`config.mk`:
```
export PLATFORM = sky130hd
export DESIGN_NAME = msd_short_move
export DESIGN_NICKNAME = d
export VERILOG_FILES = /design/src/verilog/msd_pkg.sv /design/src/verilog/msd_decode.sv /design/src/verilog/msd_short_move.sv
export VERILOG_INCLUDE_DIRS = /design/src /design/src/verilog
export SDC_FILE = /design/constraint.sdc
export NUM_CORES = 1
export LEC_CHECK = 0
export BUFFER_PORTS_ARGS = -buffer_cell sky130_fd_sc_hd__buf_2
export CORE_MARGIN = 8
export CORE_UTILIZATION = 40
export CTS_CLUSTER_DIAMETER = 100
export DETAILED_ROUTE_END_ITERATION = 7
export PLACE_DENSITY = 0.79
export SYNTH_ARGS = -nofsm -noshare
export SYNTH_HDL_FRONTEND = slang
export SYNTH_SLANG_ARGS = --single-unit
```
`constraint.sdc`:
```
create_clock -name clock -period 5.78 [get_ports clock]
set_input_delay 0.289 -clock clock [delete_from_list [all_inputs] [get_ports clock]]
set_output_delay 0.289 -clock clock [all_outputs]
set_load 0.02 [all_outputs]
```
`src/verilog/msd_defines.svh`:
```
// Purpose: Constants of the absolute short move decoder
// Assumes: Included by its bare name
// Notes:   Opcode field positions are bit numbers of the 32-bit opcode word; status fields are bits of the source word
`ifndef MSD_DEFINES_SVH
`define MSD_DEFINES_SVH

// Opcode prefix and field positions
`define MSD_OP_PREFIX     12'h007
`define MSD_OP_MSB        31
`define MSD_OP_LSB        20
`define MSD_EA_MSB        19
`define MSD_EA_LSB        14
`define MSD_REG_MSB       19
`define MSD_REG_LSB       13
`define MSD_DISP_ZERO_MSB 19
`define MSD_DISP_ZERO_LSB 17
`define MSD_SEL_MSB       13
`define MSD_SEL_LSB       12
`define MSD_B11           11
`define MSD_ES_BIT        10
`define MSD_SS_BIT        9
`define MSD_W_BIT         8
`define MSD_SHORT_GUARD   7
`define MSD_SHORT_MSB     6
`define MSD_SHORT_LSB     0

// Status word source fields
`define MSD_CC_MSB        7
`define MSD_CC_LSB        0
`define MSD_EXC_MSB       15
`define MSD_EXC_LSB       8
`define MSD_TRAP_MSB      20
`define MSD_TRAP_LSB      16
`define MSD_STATUS_RST    21'h000000

// Register and mode codes
`define MSD_CODE_STATUS   7'h79
`define MSD_EA_EXT_MODE   3'h6
`define MSD_EA_ABS        6'h30
`define MSD_EA_IMM        6'h34
`define MSD_ONE_WORD      2'h1
`define MSD_TWO_WORDS     2'h2

`endif

```
`src/verilog/msd_pkg.sv`:
```
// Purpose: Types of the absolute short move decoder
// Assumes: Nothing is imported; users write msd_pkg::name
// Notes:   Status struct packs so bit 0 is the carry flag
package msd_pkg;

    typedef enum logic [2:0] {
        MSD_FORM_BAD    = 3'b000,
        MSD_FORM_SINGLE = 3'b001,
        MSD_FORM_DOUBLE = 3'b010,
        MSD_FORM_DISP   = 3'b011,
        MSD_FORM_PMEM   = 3'b100,
        MSD_FORM_MEMMEM = 3'b101
    } msd_form_t;

    typedef enum logic [1:0] {
        MSD_SPACE_X = 2'b00,
        MSD_SPACE_Y = 2'b01,
        MSD_SPACE_P = 2'b10
    } msd_space_t;

    typedef enum logic [2:0] {
        MSD_ST_IDLE   = 3'b000,
        MSD_ST_EXT    = 3'b001,
        MSD_ST_READ   = 3'b010,
        MSD_ST_READ2  = 3'b011,
        MSD_ST_WRITE  = 3'b100,
        MSD_ST_WRITE2 = 3'b101
    } msd_state_t;

    typedef struct packed {
        logic accept;
        logic rounding;
        logic loop_flag;
        logic integer_mode;
        logic negative;
        logic zero;
        logic cc_overflow;
        logic carry;
    } msd_cond_t;

    typedef struct packed {
        logic unordered_flag;
        logic not_a_number_flag;
        logic signalling_nonnumber_flag;
        logic operand_error_flag;
        logic overflow_flag;
        logic underflow_flag;
        logic divide_by_zero_flag;
        logic inexact_flag;
    } msd_exc_t;

    typedef struct packed {
        logic invalid_op_enable;
        logic overflow_enable;
        logic underflow_enable;
        logic div_zero_enable;
        logic inexact_enable;
    } msd_trap_t;

    typedef struct packed {
        msd_trap_t trap_enable_flags;
        msd_exc_t  exception_status;
        msd_cond_t cond;
    } msd_status_t;

    typedef struct packed {
        logic       legal;
        msd_form_t  form;
        logic [5:0] ea_field;
        logic       ea_is_p;
        logic       ea_space;
        logic       short_space;
        logic       write_short;
        logic [6:0] reg_code;
        logic [6:0] short_addr;
        logic       needs_ext;
        logic       is_imm;
        logic       is_abs;
    } msd_dec_t;

endpackage

```
`src/verilog/msd_decode.sv`:
```
// Purpose: Field decoder for the absolute short move opcode
// Assumes: Purely combinational; word is stable while it is looked at
// Notes:   Anything outside the known forms decodes as not legal
`timescale 1ns/10ps
`include "msd_defines.svh"

module msd_decode
(
    // Opcode
    input  wire logic [31:0]       instr_word,
    // Decoded fields
    output msd_pkg::msd_dec_t      dec
);

    function automatic logic single_code_ok(input logic [6:0] code);
        logic ok;
        ok = 1'b0;
        if (code[6:5] == 2'b00)
            ok = 1'b1; // RULE13
        else if (code[6:3] == 4'h4)
            ok = 1'b1; // RULE13
        else if (code[6:3] == 4'h5 || code[6:3] == 4'h6 || code[6:3] == 4'h7)
            ok = 1'b1; // RULE13
        else if (code[6:3] == 4'hf)
            ok = (code[2:0] != 3'h0); // RULE13
        return ok;
    endfunction

    function automatic logic double_code_ok(input logic [6:0] code);
        return (code[6:4] == 3'b101) || (code[6:2] == 5'b10001); // RULE16
    endfunction

    always_comb
    begin
        logic [5:0] ea;
        logic       ea_ok;
        ea    = instr_word[`MSD_EA_MSB:`MSD_EA_LSB];
        ea_ok = 1'b1;
        dec             = '0;
        dec.form        = msd_pkg::MSD_FORM_BAD;
        dec.ea_field    = ea;
        dec.ea_space    = instr_word[`MSD_ES_BIT];
        dec.short_space = instr_word[`MSD_SS_BIT]; // RULE7
        dec.write_short = instr_word[`MSD_W_BIT]; // RULE7
        dec.reg_code    = instr_word[`MSD_REG_MSB:`MSD_REG_LSB];
        dec.short_addr  = instr_word[`MSD_SHORT_MSB:`MSD_SHORT_LSB]; // RULE5
        if (instr_word[`MSD_SEL_MSB:`MSD_SEL_LSB] == 2'b11 && instr_word[`MSD_B11])
            dec.form = msd_pkg::MSD_FORM_MEMMEM; // RULE17
        else if (instr_word[`MSD_SEL_MSB:`MSD_SEL_LSB] == 2'b11
                 && instr_word[`MSD_B11:`MSD_ES_BIT] == 2'b01)
            dec.form = msd_pkg::MSD_FORM_PMEM; // RULE11
        else if (instr_word[`MSD_SEL_MSB:`MSD_SEL_LSB] == 2'b10 && instr_word[`MSD_B11]
                 && instr_word[`MSD_DISP_ZERO_MSB:`MSD_DISP_ZERO_LSB] == 3'h0)
            dec.form = msd_pkg::MSD_FORM_DISP; // RULE10
        else if (!instr_word[`MSD_SEL_LSB] && instr_word[`MSD_B11:`MSD_ES_BIT] == 2'b00)
            dec.form = msd_pkg::MSD_FORM_SINGLE; // RULE12
        else if (instr_word[`MSD_SEL_LSB] && instr_word[`MSD_B11:`MSD_SS_BIT] == 3'h0)
            dec.form = msd_pkg::MSD_FORM_DOUBLE; // RULE16
        dec.ea_is_p = (dec.form == msd_pkg::MSD_FORM_PMEM);
        // Only memory-backed forms carry a mode field worth checking
        if (dec.form == msd_pkg::MSD_FORM_MEMMEM || dec.form == msd_pkg::MSD_FORM_PMEM)
        begin
            dec.needs_ext = (ea[5:3] == `MSD_EA_EXT_MODE);
            dec.is_abs    = (ea == `MSD_EA_ABS); // RULE9
            dec.is_imm    = (ea == `MSD_EA_IMM);
            if (dec.needs_ext && !dec.is_abs && !dec.is_imm)
                ea_ok = 1'b0; // RULE8
            // Immediate is never alterable and never a destination
            if (dec.is_imm && (dec.ea_is_p || !dec.write_short))
                ea_ok = 1'b0; // RULE8
        end
        if (dec.form == msd_pkg::MSD_FORM_DISP)
            dec.needs_ext = 1'b1; // RULE10
        dec.legal = (instr_word[`MSD_OP_MSB:`MSD_OP_LSB] == `MSD_OP_PREFIX)
                    && !instr_word[`MSD_SHORT_GUARD]
                    && (dec.form != msd_pkg::MSD_FORM_BAD) && ea_ok;
        if (dec.form == msd_pkg::MSD_FORM_SINGLE && !single_code_ok(dec.reg_code))
            dec.legal = 1'b0;
        if (dec.form == msd_pkg::MSD_FORM_DOUBLE && !double_code_ok(dec.reg_code))
            dec.legal = 1'b0;
    end

endmodule

```
`src/verilog/msd_short_move.sv`:
```
// Purpose: Decode and execute the move-absolute-short instruction
// Assumes: Register file and address unit answer combinationally
// Notes:   One instruction at a time; memory may stall via mem_ack
//
// What this block does
// RULE1: Status word destination loads eight condition flags from source bits 0..7.
// RULE2: Status word destination loads eight exception bits from source bits 8..15.
// RULE3: Status word destination loads five trap enables from source bits 16..20.
// RULE4: Other destinations leave all flags, exceptions and trap enables unchanged.
// RULE5: Short address comes from the seven lowest opcode bits.
// RULE6: Short address is zero-extended, reaching only the lowest 128 words.
// RULE7: Space bits pick X on 0, Y on 1; W=1 writes the short word.
// RULE8: Program space needs alterable memory modes; X or Y need memory modes.
// RULE9: Absolute and displacement extension words are full 32-bit values.
// RULE10: Displacement form: 000 plus register, 10 at bits 13:12, long displacement.
// RULE11: Program form: mode field, 11 at bits 13:12, then 01SW.
// RULE12: Single register form: seven-bit code to bit 13, zero at 12, 00SW.
// RULE13: Register codes pick data parts, address, offset, modifier and control registers.
// RULE14: Execution takes two cycles plus memory access stalls; only single register moves do, each further access or extension word adds one.
// RULE15: Length is one word plus any extension word.
// RULE16: Double register form: pair code, zero space bits, separate pair coding.
// RULE17: Memory-to-memory form: mode field, 11 at 13:12, space and direction bits.
//
// Strobed register access and the register addresses were chosen for this implementation.
`timescale 1ns/10ps
`include "msd_defines.svh"

module msd_short_move
#(
    parameter int DATA_W = 32
)
(
    // Clock and reset
    input  wire logic                  clock,
    input  wire logic                  sys_rst,
    // Instruction word
    input  wire logic                  instr_valid,
    input  wire logic [31:0]           instr_word,
    output logic                       instr_ready,
    // Extension word
    input  wire logic                  ext_valid,
    input  wire logic [DATA_W-1:0]     ext_word,
    output logic                       ext_ready,
    // Address unit
    output logic                       agu_req,
    output logic [5:0]                 agu_mode_reg,
    output logic                       agu_disp,
    output logic [DATA_W-1:0]          agu_ext,
    input  wire logic [DATA_W-1:0]     agu_addr,
    // Memory
    output logic                       mem_req,
    output logic                       mem_we,
    output msd_pkg::msd_space_t        mem_space,
    output logic [DATA_W-1:0]          mem_addr,
    output logic [DATA_W-1:0]          mem_wdata,
    input  wire logic                  mem_ack,
    input  wire logic [DATA_W-1:0]     mem_rdata,
    // Register file
    output logic [6:0]                 reg_rd_code,
    input  wire logic [2*DATA_W-1:0]   reg_rdata,
    output logic                       reg_wr,
    output logic                       reg_wr_double,
    output logic [6:0]                 reg_wr_code,
    output logic [2*DATA_W-1:0]        reg_wdata,
    // Status and completion
    output msd_pkg::msd_status_t       status_word,
    output logic                       done,
    output logic                       illegal,
    output logic [1:0]                 instr_words
);

    msd_pkg::msd_state_t  state;
    msd_pkg::msd_state_t  next_state;
    msd_pkg::msd_dec_t    dec;
    msd_pkg::msd_dec_t    dec_q;
    msd_pkg::msd_dec_t    cur;
    msd_pkg::msd_space_t  src_space;
    msd_pkg::msd_space_t  dst_space;
    logic [DATA_W-1:0]    src_addr;
    logic [DATA_W-1:0]    dst_addr;
    logic [DATA_W-1:0]    data_hi;
    logic [DATA_W-1:0]    data_lo;
    logic [DATA_W-1:0]    short_full;
    logic [DATA_W-1:0]    ea_addr;
    logic [DATA_W-1:0]    reg_value;
    logic                 is_double;
    logic                 dst_reg;
    logic                 launch;
    logic                 finish;
    logic                 load_reg;
    logic                 load_status;
    logic                 mem_form;

    msd_decode u_decode
    (
        .instr_word (instr_word),
        .dec        (dec)
    );

    function automatic msd_pkg::msd_space_t space_of(input logic sel);
        return sel ? msd_pkg::MSD_SPACE_Y : msd_pkg::MSD_SPACE_X; // RULE7
    endfunction

    // Decode from the live word while idle, from the held copy afterwards
    assign cur         = (state == msd_pkg::MSD_ST_IDLE) ? dec : dec_q;
    assign instr_ready = (state == msd_pkg::MSD_ST_IDLE);
    assign ext_ready   = (state == msd_pkg::MSD_ST_EXT);
    assign mem_form    = (cur.form == msd_pkg::MSD_FORM_MEMMEM)
                         || (cur.form == msd_pkg::MSD_FORM_PMEM)
                         || (cur.form == msd_pkg::MSD_FORM_DISP);

    // Start of the first access, right after the last opcode word
    assign launch = ((state == msd_pkg::MSD_ST_IDLE) && instr_valid && dec.legal
                     && !dec.needs_ext)
                    || ((state == msd_pkg::MSD_ST_EXT) && ext_valid);

    assign short_full   = {{(DATA_W-7){1'b0}}, cur.short_addr}; // RULE6
    assign agu_req      = launch && mem_form && !cur.is_abs && !cur.is_imm;
    assign agu_mode_reg = cur.ea_field;
    assign agu_disp     = (cur.form == msd_pkg::MSD_FORM_DISP);
    assign agu_ext      = ext_word; // RULE9
    assign ea_addr      = cur.is_abs ? ext_word : agu_addr; // RULE9

    // The status word lives here, so it is served to moves that read it
    assign reg_rd_code = cur.reg_code;
    assign reg_value   = (cur.reg_code == `MSD_CODE_STATUS)
                         ? DATA_W'(status_word) : reg_rdata[DATA_W-1:0];

    assign mem_req   = (state == msd_pkg::MSD_ST_READ) || (state == msd_pkg::MSD_ST_READ2)
                       || (state == msd_pkg::MSD_ST_WRITE) || (state == msd_pkg::MSD_ST_WRITE2);
    assign mem_we    = (state == msd_pkg::MSD_ST_WRITE) || (state == msd_pkg::MSD_ST_WRITE2);
    assign mem_addr  = mem_we ? dst_addr : src_addr;
    assign mem_wdata = ((state == msd_pkg::MSD_ST_WRITE) && is_double) ? data_hi : data_lo;

    always_comb
    begin
        mem_space = mem_we ? dst_space : src_space;
        if (state == msd_pkg::MSD_ST_READ2 || state == msd_pkg::MSD_ST_WRITE2)
            mem_space = msd_pkg::MSD_SPACE_Y;
    end

    // Register results land in the cycle of the last read acknowledge
    assign load_reg = dst_reg && mem_ack
                      && (((state == msd_pkg::MSD_ST_READ) && !is_double)
                          || (state == msd_pkg::MSD_ST_READ2));
    assign load_status   = load_reg && !is_double && (dec_q.reg_code == `MSD_CODE_STATUS);
    assign reg_wr        = load_reg && !load_status;
    assign reg_wr_double = is_double;
    assign reg_wr_code   = dec_q.reg_code;
    assign reg_wdata     = is_double ? {data_hi, mem_rdata}
                                     : {{DATA_W{1'b0}}, mem_rdata};

    always_comb
    begin
        next_state = state;
        finish     = 1'b0;
        case (state)
            msd_pkg::MSD_ST_IDLE, msd_pkg::MSD_ST_EXT:
            begin
                if (state == msd_pkg::MSD_ST_IDLE && instr_valid && dec.legal && dec.needs_ext)
                    next_state = msd_pkg::MSD_ST_EXT; // RULE15
                else if (launch)
                begin
                    if (cur.form == msd_pkg::MSD_FORM_SINGLE
                        || cur.form == msd_pkg::MSD_FORM_DOUBLE)
                        next_state = cur.write_short ? msd_pkg::MSD_ST_WRITE
                                                     : msd_pkg::MSD_ST_READ;
                    else if (cur.is_imm)
                        next_state = msd_pkg::MSD_ST_WRITE;
                    else
                        next_state = msd_pkg::MSD_ST_READ;
                end
            end
            msd_pkg::MSD_ST_READ:
            begin
                if (mem_ack)
                begin
                    if (is_double)
                        next_state = msd_pkg::MSD_ST_READ2;
                    else if (dst_reg)
                    begin
                        next_state = msd_pkg::MSD_ST_IDLE;
                        finish     = 1'b1; // RULE14
                    end
                    else
                        next_state = msd_pkg::MSD_ST_WRITE;
                end
            end
            msd_pkg::MSD_ST_WRITE:
            begin
                if (mem_ack)
                begin
                    next_state = is_double ? msd_pkg::MSD_ST_WRITE2 : msd_pkg::MSD_ST_IDLE;
                    finish     = !is_double; // RULE14
                end
            end
            msd_pkg::MSD_ST_READ2, msd_pkg::MSD_ST_WRITE2:
            begin
                if (mem_ack)
                begin
                    next_state = msd_pkg::MSD_ST_IDLE;
                    finish     = 1'b1; // RULE14
                end
            end
            default:
            begin
                next_state = msd_pkg::MSD_ST_IDLE;
            end
        endcase
    end

    always_ff @(posedge clock)
    begin
        if (sys_rst)
            state <= msd_pkg::MSD_ST_IDLE;
        else
            state <= next_state;
    end

    // Opcode copy kept for the extension wait and the accesses
    always_ff @(posedge clock)
    begin
        if (sys_rst)
        begin
            dec_q       <= '0;
            instr_words <= `MSD_ONE_WORD;
        end
        else if (instr_ready && instr_valid && dec.legal)
        begin
            dec_q       <= dec;
            instr_words <= dec.needs_ext ? `MSD_TWO_WORDS : `MSD_ONE_WORD; // RULE15
        end
    end

    // Source and destination set up once the address is known
    always_ff @(posedge clock)
    begin
        if (sys_rst)
        begin
            src_space <= msd_pkg::MSD_SPACE_X;
            dst_space <= msd_pkg::MSD_SPACE_X;
            src_addr  <= '0;
            dst_addr  <= '0;
            is_double <= 1'b0;
            dst_reg   <= 1'b0;
        end
        else if (launch)
        begin
            is_double <= (cur.form == msd_pkg::MSD_FORM_DOUBLE);
            dst_reg   <= !mem_form && !cur.write_short;
            if (!mem_form)
            begin
                src_space <= (cur.form == msd_pkg::MSD_FORM_DOUBLE)
                             ? msd_pkg::MSD_SPACE_X : space_of(cur.short_space); // RULE16
                dst_space <= (cur.form == msd_pkg::MSD_FORM_DOUBLE)
                             ? msd_pkg::MSD_SPACE_X : space_of(cur.short_space); // RULE16
                src_addr  <= short_full;
                dst_addr  <= short_full;
            end
            else if (cur.write_short)
            begin
                src_space <= cur.ea_is_p ? msd_pkg::MSD_SPACE_P : space_of(cur.ea_space);
                src_addr  <= ea_addr;
                dst_space <= space_of(cur.short_space); // RULE7
                dst_addr  <= short_full;
            end
            else
            begin
                src_space <= space_of(cur.short_space); // RULE7
                src_addr  <= short_full;
                dst_space <= cur.ea_is_p ? msd_pkg::MSD_SPACE_P : space_of(cur.ea_space);
                dst_addr  <= ea_addr;
            end
        end
    end

    // Moved data: register values, immediate, or the first read
    always_ff @(posedge clock)
    begin
        if (sys_rst)
        begin
            data_hi <= '0;
            data_lo <= '0;
        end
        else if (launch)
        begin
            if (cur.form == msd_pkg::MSD_FORM_DOUBLE)
            begin
                data_hi <= reg_rdata[2*DATA_W-1:DATA_W];
                data_lo <= reg_rdata[DATA_W-1:0];
            end
            else if (cur.is_imm)
                data_lo <= ext_word;
            else
                data_lo <= reg_value;
        end
        else if (state == msd_pkg::MSD_ST_READ && mem_ack)
        begin
            if (is_double)
                data_hi <= mem_rdata;
            else
                data_lo <= mem_rdata;
        end
    end

    // Flags change only when the status word itself is written
    always_ff @(posedge clock)
    begin
        if (sys_rst)
            status_word <= `MSD_STATUS_RST;
        else if (load_status)
        begin
            status_word.cond              <= mem_rdata[`MSD_CC_MSB:`MSD_CC_LSB]; // RULE1
            status_word.exception_status  <= mem_rdata[`MSD_EXC_MSB:`MSD_EXC_LSB]; // RULE2
            status_word.trap_enable_flags <= mem_rdata[`MSD_TRAP_MSB:`MSD_TRAP_LSB]; // RULE3
        end
        else
            status_word <= status_word; // RULE4
    end

    always_ff @(posedge clock)
    begin
        if (sys_rst)
        begin
            done    <= 1'b0;
            illegal <= 1'b0;
        end
        else
        begin
            done    <= finish;
            // Bad opcodes are consumed without any effect
            illegal <= instr_ready && instr_valid && !dec.legal;
        end
    end

endmodule

```
### After elaboration in Yosys (flattened, before gate mapping)

Index checks and enable logic that the tools add are counted.

* eq/ne operators: 37
* mux-type cells: 64
* reduce and logical (&&, ||, !) cells: 76

Operator list (number)
* 2-to-1 mux 32 bit: 17
* 2-to-1 mux 64 bit: 1
* 2-to-1 mux 3 bit: 16
* logical AND 1 bit: 32
* 2-to-1 mux 30 bit: 1
* == test 3 bit, second input constant: 8
* 2-to-1 mux 2 bit: 10
* == test 3 x 2 -> 1 bit, second input constant: 6
* 2-to-1 mux 1 bit: 17
* == test 4 x 3 -> 1 bit, second input constant: 4
* zero test 1 bit: 15
* logical OR 1 bit: 15
* == test 7 bit, second input constant: 2
* == test 12 x 3 -> 1 bit, second input constant: 1
* == test 6 bit, second input constant: 2
* one-hot mux 3 bit (4 select lines): 1
* == test 3 x 1 -> 1 bit, second input constant: 3
* zero test 3 bit: 3
* != test 2 bit, second input constant: 3
* nonzero test 3 bit: 2
* == test 5 bit, second input constant: 1
* == test 2 bit, second input constant: 2
* == test 4 bit, second input constant: 1
* zero test 2 bit: 2
* 9 further kinds: 12

* flip-flop bits (word level): 192
* input port bits: 197
* output and inout port bits: 215
* word-level logic and storage cells: 221

### Depth between registers and ports, before layout

* depth in word-level cells: 21
* gate-level depth with buffers: 12
* gate-level depth less buffers: 8

### Modules after synthesis

Synthesis repeated with hierarchy kept, for this count alone.

* cell total of the unflattened synthesis: 1298
* area, all modules: 10938.0 µm²

By module, submodules not included
* msd_short_move: instances 1, cells an instance 1244, area an instance 10540.1 µm², sequential area each 3823.7 µm²
* msd_decode: instances 1, cells an instance 54, area an instance 397.9 µm², sequential area each 0.0 µm²

### Least setup slack after synthesis

Ideal clock, no wire load.

* path kind: register to output
* from: register state[0]
* to: output agu_req
* data arrival time: 2.888 ns
* required time: 5.491 ns
* setup slack: 2.603 ns
* stages on the path, launching flop included: 10
* path buffers: 2
* path through: dfxtp_1 or3_1 buf_6 inv_4 mux2_4 or3_1 buf_2 nor2_1 nor2b_1 nor4_1

* elaborated cells on any way between the ends: 18
* classes of those cells: eq/ne: 4; mux: 1; reduce/logical: 13

RTL lines
* start: declaration: RTL line msd_short_move.sv:72 `msd_pkg::msd_state_t state;`
* start signal: assignment: RTL line msd_short_move.sv:215 `state <= msd_pkg::MSD_ST_IDLE;`
* start signal: assignment: RTL line msd_short_move.sv:217 `state <= next_state;`
* zero test 3 bit: RTL line msd_short_move.sv:105 `assign cur = (state == msd_pkg::MSD_ST_IDLE) ? dec : dec_q;`
* 2-to-1 mux 30 bit: RTL line msd_short_move.sv:105
* == test 3 x 2 -> 1 bit
* via agu_disp: RTL line msd_short_move.sv:47 `output logic agu_disp,`
* logical OR 1 bit: RTL line msd_short_move.sv:110 `|| (cur.form == msd_pkg::MSD_FORM_DISP);`
* logical AND 1 bit (3 in a row): RTL line msd_short_move.sv:118 `assign agu_req = launch && mem_form && !cur.is_abs && !cur.is_imm;`
* end: declaration: RTL line msd_short_move.sv:45 `output logic agu_req,`

The timed path passes the listed nets, and every way through them passes these cells.

### Worst setup path after layout

* from: register state[0]
* to: output agu_req

* word-level cells in the longest chain between the ends: 8
* elaborated cells on any way between the ends: 18
* classes of those cells: eq/ne: 4; mux: 1; reduce/logical: 13

RTL lines
* zero test 3 bit: RTL line msd_short_move.sv:105, msd_short_move.sv:113
* 2-to-1 mux 30 bit / logical AND 1 bit (equally long branches): RTL line msd_short_move.sv:105, msd_short_move.sv:113
* == test 3 bit, or another cell as far along: RTL line msd_short_move.sv:108 `assign mem_form = (cur.form == msd_pkg::MSD_FORM_MEMMEM)`
* logical OR 1 bit / logical AND 1 bit (equally long branches): RTL line msd_short_move.sv:109, msd_short_move.sv:114
* logical OR 1 bit (on tied branches): RTL line msd_short_move.sv:110, msd_short_move.sv:115
* logical AND 1 bit (2 in a row): RTL line msd_short_move.sv:118
* logical AND 1 bit (*): RTL line msd_short_move.sv:118

Mark *: on every way between the ends. The rest lies on a longest branch, timed or not.

==> impl_metrics.yaml <==
outcome:
  status: "complete, no violations"
detailed_routing:
  routed-via-count: 10500
  drtAntennaViolNets: 0
  drtIter0Drc: 988
  drt-wirelength-per-cell_microns: 20.6
  route.detailed.drc: 0
  avgViaCountPerCell: 5.62
  totalWireLength_microns: 38600
  firstDrtPassIters: 5
placement:
  gp_congestion: 0.884
  numPortBuffers: 411
  hpwl_microns: 27800
  post-place-ws_ns: 1.73
  dp.cells: 1842
global_routing:
  groute.usage.overall_pct: 23.2
  grt_antenna_before_repair: 0
  grt_max_degree: 98
  grt_pass1_wl_microns: 58100
  first_global_vias: 10400
  grt-ovfl-total: 0
final_layout:
  most-common-layout-cells: "410 x buf_2, 236 x nand2_1, 184 x dfxtp_1"
  nets: 1723
  area_delta_synth_final_pct: 21.6
  drive_gt1_share_pct: 33.3
  layout_commonest_cell: "buf_2"
  layout.cells.non_filler: 1875
critical_path:
  path_cells: "or3_1, inv_4, nand2_1, a211oi_2, nor2_4, buf_4, nor4_1, buf_2"
  reg2reg_to: "data_hi[30]$_SDFFE_PP0P_"
  reg2reg_depth: 8
  worst-path-buf-inv: 3
  end_kind: "output pin"
  max_stage_delay_ns: 0.69
  critPathArrivalTime_ns: 3.92
  worst_ep_required_time_ns: 5.49
  regToRegSetupSlack_ns: 1.60
  cp-start-kind: "register"
  crit_path_max_fanout: 97
  worstSetupPathType: "reg -> out"
  cp_slowest_cell: "or3_1"
  crit_family: "simple AND/OR/NAND/NOR gates"
  r2r-start: "state[0]$_SDFFE_PP0P_"
floorplanning:
  io_pins: 412
  die_h_microns: 177
  die-width_microns: 177
  initial_utilization_pct: 40.2
  coreArea_sq_mm: 0.0257
  std_cell_rows: 59
  die-area_sq_mm: 0.0313
timing:
  tightest_slew_ns: 1.22
  relSlewSlack_pct: 18.7
  setup_violations: 0
  setup_slack_ns: 1.57
  setup_tns_ns: 0
  hold_violations: 0
  holdWs_ns: 0.108
  report.final.slew_viol_count: 0
  fmax_mhz: 238
  post-route-period-util_pct: 72.8
  skew_ns: 0.0187
  fin_crit_ns: 4.21
  rsz0062_at_grt: "false"
logic_synthesis:
  synth_fa_ha_area_share_pct: 0
  synth_top_family_by_area: "simple AND/OR/NAND/NOR gates"
  synth-simple-area-share_pct: 20.0
  syn_area_per_cell_sq_um: 8.17
  synth_edf_count: 0
  synthCells: 1266
  syn_nets: 1463
  synth_compound_area_share_pct: 18.3
  yosysUniqueCellTypes: 57
  synthMuxAreaShare_pct: 15.7
  yosys_register_bits: 185
  ys_seq_area_share_pct: 35.8
  yosys_warnings: 0
  synthXorXnorAreaFrac_pct: 0
  async_reset_ff_share_pct: 0
  syn_area_sq_mm: 0.0103
  ys_dominant_reg_cell: "dfxtp_1"
power_and_ir_drop:
  power.density_mw_per_mm2: 216
  power_leakage_nw: 5.69
  ir_worst_vdd_mv: 0.134
clocking:
  clk_pin_slew_ns: 0.08
  clk_latency_ns: 0.44
  cts.path.max_buffers: 2
  root_buffer: "clkbuf_16"
  cts_tree: "done"
  cts_resized: 0
  htreeDepth: 4
  cts_buffers: 17
  cts_setup_buffers: 0
  cts_hold_buf: 0
  cts.sinks: 185
hold_path:
  hold_end: "dec_q[4]$_SDFFE_PP0P_"
  whs_path_depth: 3
  hp-class: "in -> reg"
  min-delay-start: "instr_word[1]"
flow_run:
  maxCapViolations: 0
cells in the mapped netlist (22+ instances only):
library cell	n	area share, %
a21oi_1	80	3.9
clkbuf_1	77	2.8
mux2_2	34	3.7
nand2_1	237	8.6
a2bb2oi_1	25	2.1
dfxtp_1	185	36
and2_1	35	2.1
a211oi_1	37	2.7
a221oi_1	43	3.6
o22ai_1	22	1.3
mux2i_1	122	12
buf_4	80	5.8
or3_1	30	1.8
nor2_1	123	4.5
worst min-delay path: stages:
cell and delay, ns:
buf_2 0.09, mux2i_1 0.06, nor2_1 0.07
metal layers:
metal  wire [microns]  part of all wire (%)  track usage, %
met2            18200                    47            38.7
met1            16200                    42            29.2
met4              841                   2.2            7.60
met3             3450                   8.9            5.42
met5                0                     0               0
metrics by stage:
step / area [sq um] / power (mW) / util, %
floorplan: 10300 / 1.46 / -
global placement: 12000 / 1.57 / 46.6
detailed placement: 12000 / 1.57 / 46.6
CTS: 12600 / 2.73 / 48.9
global route: 12600 / 2.81 / 48.9
finish: 12600 / 2.71 / 48.9
power by group:
part | internal [mW] | switching [mW]
sequential | 1.27 | 0.0000945
combinational | 0.100 | 0.169
clock | 0.581 | 0.585
worst max-delay path by stage:
stage                                      from                  endpoint  slack (ns)  depth (start not counted)
after floorplan           state[0]$_SDFFE_PP0P_                   agu_req        2.60                          9
after global placement    state[0]$_SDFFE_PP0P_  data_hi[15]$_SDFFE_PP0P_        1.79                          8
after detailed placement  state[0]$_SDFFE_PP0P_   data_hi[3]$_SDFFE_PP0P_        1.73                          8
after CTS                 state[0]$_SDFFE_PP0P_                   agu_req        1.48                          8
after global routing      state[0]$_SDFFE_PP0P_                   agu_req        1.36                          8
final                     state[0]$_SDFFE_PP0P_                   agu_req        1.57                          8
cells by family (layout without fill, tap and decap cells):
logic type | after synthesis | in the layout
mux | 157 | 157
compound gates | 262 | 262
simple gates | 471 | 471
flops | 185 | 185
other cells | 0 | 1
buf+inv | 191 | 464
layout make-up:
cell class	instances	area [sq um]
clock buffer	18	429
timing repair buffer	423	2150
sequential	185	3700
clock inverter	14	155
multi-input combinational	890	5670
tap	335	419
antenna	1	2.50
inverter	9	36.3
fill	2512	13100
Power figures use the tool's default switching activity.
